### src/rtl/usb3_pipe_phy_cfg.svh
// Timing counts, codes, offsets and reset values of the PIPE transceiver logic
`ifndef USB3_PIPE_PHY_CFG_SVH
`define USB3_PIPE_PHY_CFG_SVH
`define CLK_PERIOD_NS    100
`define PCLK_STABLE_NS   2000
`define PCLK_STABLE_CYC  ((`PCLK_STABLE_NS + `CLK_PERIOD_NS - 1) / `CLK_PERIOD_NS)
`define PWR_TRANS_NS     500
`define PWR_TRANS_CYC    ((`PWR_TRANS_NS + `CLK_PERIOD_NS - 1) / `CLK_PERIOD_NS)
`define RX_DETECT_NS     1000
`define RX_DETECT_CYC    ((`RX_DETECT_NS + `CLK_PERIOD_NS - 1) / `CLK_PERIOD_NS)
`define PWR_P0           2'b00
`define PWR_P1           2'b01
`define PWR_P2           2'b10
`define PWR_P3           2'b11
`define RXST_OK          3'b000
`define RXST_SKP_ADD     3'b001
`define RXST_SKP_DEL     3'b010
`define RXST_DETECTED    3'b011
`define RXST_DECODE      3'b100
`define RXST_OVERFLOW    3'b101
`define RXST_UNDERFLOW   3'b110
`define RXST_DISPARITY   3'b111
`define SKP_WORD         32'h3C3C_3C3C
`define SKP_FLAGS        4'hF
`define EB_FULL          4'h8
`define EB_HIGH          4'h6
`define EB_LOW           4'h2
`define EB_START         4'h4
`define OZ_RUN_WORDS     3'h4
`define REG_CTRL         8'h00
`define REG_STATUS       8'h04
`define CTRL_RESET       32'h0000_0001
`define CTRL_SKP_EN_BIT  0
`define RESP_OKAY        2'b00
`define RESP_SLVERR      2'b10
`endif

### src/rtl/usb3_pipe_phy_pkg.sv
// Types of the PIPE transceiver logic
package usb3_pipe_phy_pkg;
   typedef enum logic [1:0] {st_stable, st_ready, st_trans, st_detect} fsm_type;
   typedef struct packed {
      logic [31:0] data;
      logic [3:0]  flags;
      logic        dec_err;
      logic        disp_err;
   } entry_type;
   typedef struct packed {
      fsm_type        fsm;
      logic [7:0]     cnt;
      logic [1:0]     power;
      logic [1:0]     target;
      logic           req_prev;
      logic           loopback;
      logic [3:0]     s1;
      logic [3:0]     s2;
      entry_type [7:0] eb;
      logic [2:0]     wr;
      logic [2:0]     rd;
      logic [3:0]     fill;
      logic           rx_run;
      logic [31:0]    rx_word;
      logic [3:0]     rx_flags;
      logic           rx_valid;
      logic [2:0]     rx_status;
      logic           phy_status;
      logic           pclk;
      logic           rx_idle;
      logic           pwr_present;
      logic           rx_term;
      logic [31:0]    tx_word;
      logic [3:0]     tx_flags;
      logic           tx_idle;
      logic           tx_lfps;
      logic [2:0]     oz_cnt;
      logic           oz_phase;
      logic           aw_got;
      logic           w_got;
      logic [7:0]     awaddr;
      logic [31:0]    wdata;
      logic [3:0]     wstrb;
      logic           awready;
      logic           wready;
      logic           bvalid;
      logic [1:0]     bresp;
      logic           arready;
      logic           rvalid;
      logic [31:0]    rdata;
      logic [1:0]     rresp;
      logic [31:0]    ctrl;
   } state_type;
endpackage : usb3_pipe_phy_pkg

### src/rtl/usb3_pipe_phy_interface.sv
// PIPE transceiver logic: power states, detection, elastic buffer, loopback
`timescale 1ns/1ns
`default_nettype none
`include "usb3_pipe_phy_cfg.svh"

module usb3_pipe_phy_interface (
   input  wire logic        aclk,
   input  wire logic        aresetn,
   input  wire logic        ref_clk,
   input  wire logic [31:0] tx_symbol_word,
   input  wire logic [3:0]  tx_control_flags,
   input  wire logic        detect_or_loopback_request,
   input  wire logic        tx_elec_idle,
   input  wire logic        rx_polarity,
   input  wire logic        rx_eq_training,
   input  wire logic        rx_termination,
   input  wire logic        tx_ones_zeros,
   input  wire logic [1:0]  power_down,
   input  wire logic [31:0] ser_rx_word,
   input  wire logic [3:0]  ser_rx_flags,
   input  wire logic        ser_rx_valid,
   input  wire logic        ser_rx_decode_err,
   input  wire logic        ser_rx_disp_err,
   input  wire logic        line_rx_present,
   input  wire logic        line_elec_idle,
   input  wire logic        vbus_sense,
   output logic             pclk,
   output logic [31:0]      rx_symbol_word,
   output logic [3:0]       rx_control_flags,
   output logic             rx_word_valid,
   output logic [2:0]       rx_status,
   output logic             phy_status,
   output logic             rx_elec_idle,
   output logic             power_present,
   output logic [31:0]      ser_tx_word,
   output logic [3:0]       ser_tx_flags,
   output logic             ser_tx_idle,
   output logic             ser_tx_lfps,
   output logic             ser_loopback,
   output logic             ser_rx_term,
   input  wire logic [31:0] s_axi_awaddr,
   input  wire logic        s_axi_awvalid,
   output logic             s_axi_awready,
   input  wire logic [31:0] s_axi_wdata,
   input  wire logic [3:0]  s_axi_wstrb,
   input  wire logic        s_axi_wvalid,
   output logic             s_axi_wready,
   output logic [1:0]       s_axi_bresp,
   output logic             s_axi_bvalid,
   input  wire logic        s_axi_bready,
   input  wire logic [31:0] s_axi_araddr,
   input  wire logic        s_axi_arvalid,
   output logic             s_axi_arready,
   output logic [31:0]      s_axi_rdata,
   output logic [1:0]       s_axi_rresp,
   output logic             s_axi_rvalid,
   input  wire logic        s_axi_rready
);

   usb3_pipe_phy_pkg::state_type s;
   usb3_pipe_phy_pkg::state_type n;
   usb3_pipe_phy_pkg::entry_type head;
   usb3_pipe_phy_pkg::entry_type inw;
   logic       wr_en;
   logic       rd_en;
   logic       out_valid;
   logic       is_skp;
   logic       skp_en;
   logic       skp_ind;
   logic       err_ind;
   logic       det_done;
   logic [2:0] eb_code;

   ////////////////////////////////////////////////////////////////////////////
   always_comb begin
      n = s;
      // Pins from other domains
      n.s1 = {ref_clk, line_rx_present, line_elec_idle, vbus_sense};
      n.s2 = s.s1;
      n.pclk = s.s2[3] && s.power != `PWR_P3 && s.fsm != usb3_pipe_phy_pkg::st_stable;
      n.rx_idle = s.s2[1];
      n.pwr_present = s.s2[0];
      n.rx_term = rx_termination;
      n.req_prev = detect_or_loopback_request;
      n.phy_status = 1'b0;
      det_done = 1'b0;
      skp_en = s.ctrl[`CTRL_SKP_EN_BIT];

      case (s.fsm)
         usb3_pipe_phy_pkg::st_stable: begin
            n.cnt = s.cnt + 8'd1;
            if (s.cnt == 8'(`PCLK_STABLE_CYC - 1)) begin
               n.fsm = usb3_pipe_phy_pkg::st_ready;
               n.cnt = 8'd0;
               n.phy_status = 1'b1;
            end
         end
         usb3_pipe_phy_pkg::st_ready: begin
            if (power_down != s.power) begin
               n.fsm = usb3_pipe_phy_pkg::st_trans;
               n.target = power_down;
               n.cnt = 8'd0;
            end else if (detect_or_loopback_request && !s.req_prev && s.power[1]) begin
               n.fsm = usb3_pipe_phy_pkg::st_detect;
               n.cnt = 8'd0;
            end
         end
         usb3_pipe_phy_pkg::st_trans: begin
            n.cnt = s.cnt + 8'd1;
            if (s.cnt == 8'(`PWR_TRANS_CYC - 1)) begin
               n.fsm = usb3_pipe_phy_pkg::st_ready;
               n.cnt = 8'd0;
               n.power = s.target;
               n.phy_status = s.target != `PWR_P3;
            end
         end
         usb3_pipe_phy_pkg::st_detect: begin
            n.cnt = s.cnt + 8'd1;
            if (s.cnt == 8'(`RX_DETECT_CYC - 1)) begin
               n.fsm = usb3_pipe_phy_pkg::st_ready;
               n.cnt = 8'd0;
               n.phy_status = 1'b1;
               det_done = 1'b1;
            end
         end
         default: begin
            n.fsm = usb3_pipe_phy_pkg::st_stable;
         end
      endcase

      if (!detect_or_loopback_request) begin
         n.loopback = 1'b0;
      end else if (s.power == `PWR_P0 && !tx_elec_idle
                   && s.fsm == usb3_pipe_phy_pkg::st_ready) begin
         n.loopback = 1'b1;
      end

      inw.data = rx_polarity ? ~ser_rx_word : ser_rx_word;
      inw.flags = ser_rx_flags;
      inw.dec_err = ser_rx_decode_err;
      inw.disp_err = ser_rx_disp_err;

      head = s.eb[s.rd];
      is_skp = head.data == `SKP_WORD && head.flags == `SKP_FLAGS;
      wr_en = ser_rx_valid && s.power == `PWR_P0 && s.fill != `EB_FULL;
      rd_en = 1'b0;
      out_valid = 1'b0;
      skp_ind = 1'b0;
      err_ind = 1'b0;
      eb_code = `RXST_OK;
      if (s.rx_run) begin
         if (s.fill == 4'h0) begin
            n.rx_run = 1'b0;
            eb_code = `RXST_UNDERFLOW;
            err_ind = 1'b1;
         end else if (skp_en && is_skp && s.fill >= `EB_HIGH) begin
            rd_en = 1'b1;
            eb_code = `RXST_SKP_DEL;
            skp_ind = 1'b1;
         end else if (skp_en && is_skp && s.fill <= `EB_LOW) begin
            out_valid = 1'b1;
            eb_code = `RXST_SKP_ADD;
            skp_ind = 1'b1;
         end else begin
            rd_en = 1'b1;
            out_valid = 1'b1;
         end
         if (s.fill != 4'h0 && head.dec_err) begin
            eb_code = `RXST_DECODE;
            err_ind = 1'b1;
         end else if (s.fill != 4'h0 && head.disp_err) begin
            eb_code = `RXST_DISPARITY;
            err_ind = 1'b1;
         end
      end else if (s.fill >= `EB_START) begin
         n.rx_run = 1'b1;
      end
      if (ser_rx_valid && s.power == `PWR_P0 && s.fill == `EB_FULL) begin
         eb_code = `RXST_OVERFLOW;
         err_ind = 1'b1;
      end
      if (wr_en) begin
         n.eb[s.wr] = inw;
         n.wr = s.wr + 3'd1;
      end
      if (rd_en) begin
         n.rd = s.rd + 3'd1;
      end
      n.fill = s.fill + {3'b000, wr_en} - {3'b000, rd_en};

      // receive word out, still delivered in loopback
      n.rx_word = head.data;
      n.rx_flags = head.flags;
      n.rx_valid = out_valid && !rx_eq_training && s.power == `PWR_P0;
      if (det_done) begin
         n.rx_status = s.s2[2] ? `RXST_DETECTED : `RXST_OK;
      end else begin
         n.rx_status = eb_code;
      end

      // ones and zeros runs of 128 bits
      if (tx_ones_zeros) begin
         n.oz_cnt = s.oz_cnt + 3'd1;
         if (s.oz_cnt == `OZ_RUN_WORDS - 3'd1) begin
            n.oz_cnt = 3'd0;
            n.oz_phase = !s.oz_phase;
         end
      end else begin
         n.oz_cnt = 3'd0;
         n.oz_phase = 1'b0;
      end
      if (s.loopback) begin
         n.tx_word = head.data;
         n.tx_flags = head.flags;
      end else if (tx_ones_zeros) begin
         n.tx_word = s.oz_phase ? 32'h0000_0000 : 32'hFFFF_FFFF;
         n.tx_flags = 4'h0;
      end else begin
         n.tx_word = tx_symbol_word;
         n.tx_flags = tx_control_flags;
      end
      // idle forced except in loopback, always idle outside P0
      n.tx_idle = (tx_elec_idle && !s.loopback) || s.power != `PWR_P0;
      n.tx_lfps = detect_or_loopback_request && tx_elec_idle && s.power == `PWR_P0;

      // Register slave, write side
      if (s_axi_awvalid && s.awready) begin
         n.aw_got = 1'b1;
         n.awaddr = s_axi_awaddr[7:0];
      end
      if (s_axi_wvalid && s.wready) begin
         n.w_got = 1'b1;
         n.wdata = s_axi_wdata;
         n.wstrb = s_axi_wstrb;
      end
      if (s.bvalid && s_axi_bready) begin
         n.bvalid = 1'b0;
      end
      if (s.aw_got && s.w_got && !s.bvalid) begin
         n.aw_got = 1'b0;
         n.w_got = 1'b0;
         n.bvalid = 1'b1;
         n.bresp = `RESP_OKAY;
         if (s.awaddr == `REG_CTRL) begin
            for (int i = 0; i < 4; i++) begin
               if (s.wstrb[i]) begin
                  n.ctrl[8*i +: 8] = s.wdata[8*i +: 8];
               end
            end
         end else if (s.awaddr != `REG_STATUS) begin
            n.bresp = `RESP_SLVERR;
         end
      end
      n.awready = !n.aw_got && !n.bvalid;
      n.wready = !n.w_got && !n.bvalid;
      // Read side
      if (s.rvalid && s_axi_rready) begin
         n.rvalid = 1'b0;
      end
      if (s_axi_arvalid && s.arready) begin
         n.rvalid = 1'b1;
         n.rresp = `RESP_OKAY;
         if (s_axi_araddr[7:0] == `REG_CTRL) begin
            n.rdata = s.ctrl;
         end else if (s_axi_araddr[7:0] == `REG_STATUS) begin
            n.rdata = {24'h00_0000, s.fill, s.rx_run, s.loopback, s.power};
         end else begin
            n.rdata = 32'h0000_0000;
            n.rresp = `RESP_SLVERR;
         end
      end
      n.arready = !n.rvalid;
   end

   ////////////////////////////////////////////////////////////////////////////
   // single rising-edge update
   always_ff @(posedge aclk) begin
      if (!aresetn) begin
         s <= '0;
         s.ctrl <= `CTRL_RESET;
      end else begin
         s <= n;
      end
   end

   assign pclk             = s.pclk;
   assign rx_symbol_word   = s.rx_word;
   assign rx_control_flags = s.rx_flags;
   assign rx_word_valid    = s.rx_valid;
   assign rx_status        = s.rx_status;
   assign phy_status       = s.phy_status;
   assign rx_elec_idle     = s.rx_idle;
   assign power_present    = s.pwr_present;
   assign ser_tx_word      = s.tx_word;
   assign ser_tx_flags     = s.tx_flags;
   assign ser_tx_idle      = s.tx_idle;
   assign ser_tx_lfps      = s.tx_lfps;
   assign ser_loopback     = s.loopback;
   assign ser_rx_term      = s.rx_term;
   assign s_axi_awready    = s.awready;
   assign s_axi_wready     = s.wready;
   assign s_axi_bvalid     = s.bvalid;
   assign s_axi_bresp      = s.bresp;
   assign s_axi_arready    = s.arready;
   assign s_axi_rvalid     = s.rvalid;
   assign s_axi_rdata      = s.rdata;
   assign s_axi_rresp      = s.rresp;
endmodule : usb3_pipe_phy_interface
`default_nettype wire

### config.mk
export PLATFORM = sky130hd
export DESIGN_NAME = usb3_pipe_phy_interface
export DESIGN_NICKNAME = d
export VERILOG_FILES = /design/src/rtl/usb3_pipe_phy_pkg.sv /design/src/rtl/usb3_pipe_phy_interface.sv
export VERILOG_INCLUDE_DIRS = /design/src /design/src/rtl
export SDC_FILE = /design/constraint.sdc
export NUM_CORES = 1
export LEC_CHECK = 0
export BUFFER_PORTS_ARGS = -buffer_cell sky130_fd_sc_hd__buf_2
export CORE_ASPECT_RATIO = 0.8
export CORE_UTILIZATION = 30
export CTS_BUF_LIST = sky130_fd_sc_hd__clkbuf_16
export CTS_CLUSTER_SIZE = 8
export DETAILED_ROUTE_END_ITERATION = 10
export HOLD_SLACK_MARGIN = 0.08
export PLACE_DENSITY = 0.5
export SETUP_SLACK_MARGIN = 0.1
export SLEW_MARGIN = 15
export SYNTH_ARGS = -nofsm -noshare
export SYNTH_HDL_FRONTEND = slang
export SYNTH_SLANG_ARGS = --single-unit
### constraint.sdc
create_clock -name aclk -period 3.55 [get_ports aclk]
set_input_delay 0.1775 -clock aclk [delete_from_list [all_inputs] [get_ports aclk]]
set_output_delay 0.1775 -clock aclk [all_outputs]
set_load 0.05 [all_outputs]
==> reports/qor.csv <==
stage,metric,value,unit
synth,Yosys cell types,55,
power_and_ir_drop,Switching Power,0.00522,W
critical_path,Critical Path RT,4.04,ns
clock_network,Root Buffer,clkbuf_16,
timing,setup repair after global routing missed its margin,yes,
power_and_ir_drop,part of the power in registers,39.8,%
timing,"Hold Vio Cnt, Final",0,
synth,cells after synthesis,2389,
synth,Synth top area share,48.8,%
critical_path,Critical R2R Capture,s[210],
placement,PortBufs,268,
finish,"commonest non-fill, non-tap cell in the layout",dfxtp_1,
route,vias per inst,4.91,
critical_path,Setup Crit Path Kind,register to register,
power_and_ir_drop,Worst VDD drop,0.349,mV
global_routing,antenna violations before repair,5,
critical_path,crit path launch type,register,
synth,async set or reset register ratio after synthesis,0,%
timing,fin crit period,3.69,ns
finish,# fillers,7188,
synth,mapped cell area,22300,sq um
synth,cell taking the most area after synthesis,dfxtp_1,
run,number of max-cap violations,0,
finish,share of layout cells above drive strength 1,22.6,%
finish,utilization after layout,38.4,%
placement,dpl hpwl,45.6,mm
global_routing,grt total ovfl,0,
finish,post-layout net count,2910,
timing,clock skew,0.0196,ns
power_and_ir_drop,Leak,10.4,nW
timing,worst slack on hold paths,0.120,ns
critical_path,worst-path maximum fanout,8,
timing,Max-slew headroom,24.6,%
run_status,status,"complete, but fails checks",
power_and_ir_drop,Comb power frac,22.0,%
route,drt initial violations,1255,
synth,Yosys reg bits,543,
placement,Setup WS pre-CTS,-0.570,ns
finish,"Area growth, synth to finish",25.6,%
route,Routed WL,68.8,mm
synth,ys flop type,dfxtp_1,
power_and_ir_drop,Cell Pwr Density,613,nW/um^2
hold_path,Hold Path Cell Cnt,3,
clock_network,Worst-Skew Late Latency,0.62,ns
run_status,failing checks,setup timing,
hold_path,hold path start,s_axi_awvalid,
critical_path,CP Capture Type,register,
critical_path,FF-to-FF Start,s[211],
die,core area,72800,sq um
finish,final cell count without fillers,3701,
power_and_ir_drop,switching share of total power,30.4,%
global_routing,first-pass GRT wire length,106,mm
clock_network,CTS Buf Count,77,
timing,Final Max Tran Viols,0,
clock_network,TritonCTS clock tree,yes,
die,# IOs,319,
placement,placed insts,3478,
synth,"Seq/Total Area, Yosys",48.8,%
critical_path,Worst R2R Path Depth,17,
finish,most frequent cells in the layout,"dfxtp_1 (539), nor2_1 (399), nand2_1 (290)",
hold_path,Hold Crit Class,input pin to register,
route,DRT antenna net count,0,
power_and_ir_drop,Clk pwr share,38.2,%
timing,fin crit share,104,%
power_and_ir_drop,Internal,0.0119,W
route,drt drc,0,
critical_path,WP data arrival,4.18,ns
placement,GP Congestion,0.818,
clock_network,Clock Tree Buf Depth,3,
critical_path,Reg2Reg Setup Slack,-0.14,ns
die,Chip Height,246,um
route,Vias,18189,
hold_path,Hold Path End,s_axi_awready,
die,die area,75400,sq um
global_routing,vias in the first global route,18055,
synth,top post-synthesis cells by area,"dfxtp_1 (49%), a211oi_1 (8.8%), mux4_2 (7.3%), nor2_1 (6.8%), nand2_1 (4.9%)",
die,die extent in x,307,um
die,FP Rows,88,
synth,Mapped Avg Cell Area,9.33,sq um
critical_path,CP startpoint,s[211],
global_routing,GRT Total Usage,18.1,%
die,Initial Util,30.6,%
synth,Post-synth EDFFs,0,
synth,synth warn,0,
timing,achievable clock frequency,0.271,GHz
timing,setup ws final,-0.142,ns
route,first-pass iteration count of the detailed router,6,
route,wire length per cell,18.6,um
clock_network,clock transition at the registers of the reported paths,0.05,ns
clock_network,H-Tree Depth,3,
timing,worst-margin pin slew,1.12,ns
timing,final setup vio count,3,
clock_network,clk sinks,543,
global_routing,largest net degree at the start of global routing,104,
==> Yosys cell counts, drive strengths merged (3+ instances only) <==
library cell,count
and3,5
nor3,11
a211oi,260
nand3,6
and2,30
nand2b,11
mux2,12
xnor2,34
a21oi,188
nor3b,5
and3b,4
mux4,72
xor2,9
ha,16
a22oi,28
dfxtp,543
inv,20
nor2,407
nor4,11
a21o,3
or3,4
buf,140
mux2i,74
clkbuf,158
nand4,10
nand2,290
nor4b,3
o21ai,9
==> power by group through the flow <==
| stage | logic (W) | registers, W | clock network (W) |
|---|---|---|---|
| floorplan | 0.00237 | 0.00685 | 0 |
| global placement | 0.00343 | 0.00696 | 0 |
| detailed placement | 0.00347 | 0.00696 | 0 |
| CTS | 0.00372 | 0.00681 | 0.00671 |
| global route | 0.00408 | 0.00685 | 0.00700 |
| finish | 0.00377 | 0.00682 | 0.00655 |
==> registers in the layout, summed over array words and instances, names as in the netlist, 3 cells and up <==
name	flops
ser_tx_flags	4
s_axi_rdata	32
n	6
ser_tx_word	32
s	414
rx_control_flags	4
rx_status	3
rx_symbol_word	32
==> cell type report <==
type,count,area [sq um],area share [%]
Clock inverter,9,169,0.604
Timing Repair Buffer,528,3810,13.6
Inverter,21,86.3,0.309
Antenna cell,5,12.5,0.0447
Sequential cell,543,10900,38.9
Clock buffer,77,1930,6.89
Tap cell,990,1240,4.43
Multi-Input combinational cell,1528,9850,35.2
==> metrics by stage <==
stage | instance area (sq um) | setup TNS [ns] | total power, W
floorplan | 22300 | 0 | 0.00922
global placement | 24500 | -1.51 | 0.0104
detailed placement | 24500 | -1.75 | 0.0104
CTS | 27900 | -0.507 | 0.0172
global route | 28000 | -0.956 | 0.0179
finish | 28000 | -0.417 | 0.0171
==> critical path, cell delays in order (launching register included) <==
cell,delay (ns)
dfxtp_4,0.44
buf_6,0.13
buf_8,0.11
mux4_2,0.49
mux2i_1,0.17
buf_4,0.16
nand4b_1,0.13
or3_4,0.41
nor4_4,0.35
nor2_2,0.08
ha_1,0.30
inv_2,0.05
ha_4,0.16
buf_6,0.10
a21o_1,0.18
a21oi_2,0.14
xnor2_1,0.12
nor2_1,0.05
==> how the worst max path moves through the flow <==
stage | end
after floorplan | s[209]
after detailed placement | s[210]
final | s[210]
after global placement | s[210]
after CTS | s[209]
after global routing | s[210]
==> logic make-up after synthesis <==
group | Yosys count | synth area share, %
AND/OR/NAND/NOR | 808 | 15.0
flip-flops | 543 | 48.8
AO/OA/AOI/OAI | 500 | 14.6
buffers and inverters | 319 | 7.64
multiplexers | 158 | 11.2
XOR/XNOR | 43 | 1.69
adder cells (fa/ha/maj) | 17 | 0.988
other | 1 | 0.0168
==> per-layer routing <==
| metal | vias up | wire length, um | share of wire [%] | global-route usage (%) |
|---|---|---|---|---|
| met3 | 117 | 4290 | 6.2 | 4.03 |
| met2 | 506 | 30100 | 44 | 27.4 |
| met5 | - | 17 | 0.025 | 0 |
| met4 | 2 | 1670 | 2.4 | 5.71 |
| li1 | 8770 | - | - | - |
| met1 | 8794 | 32700 | 48 | 25.5 |
==> repair_timing <==
item / in CTS / in global routing
endpoints found under the hold margin: 156 / 0
gates cloned: 0 / 0
setup endpoints to repair: 5 / 4
pin swaps: 9 / 9
resized for setup: 13 / 8
hold buffers: 116 / 0
buffers inserted: 10 / 6
(Power assumes the default switching activity.)
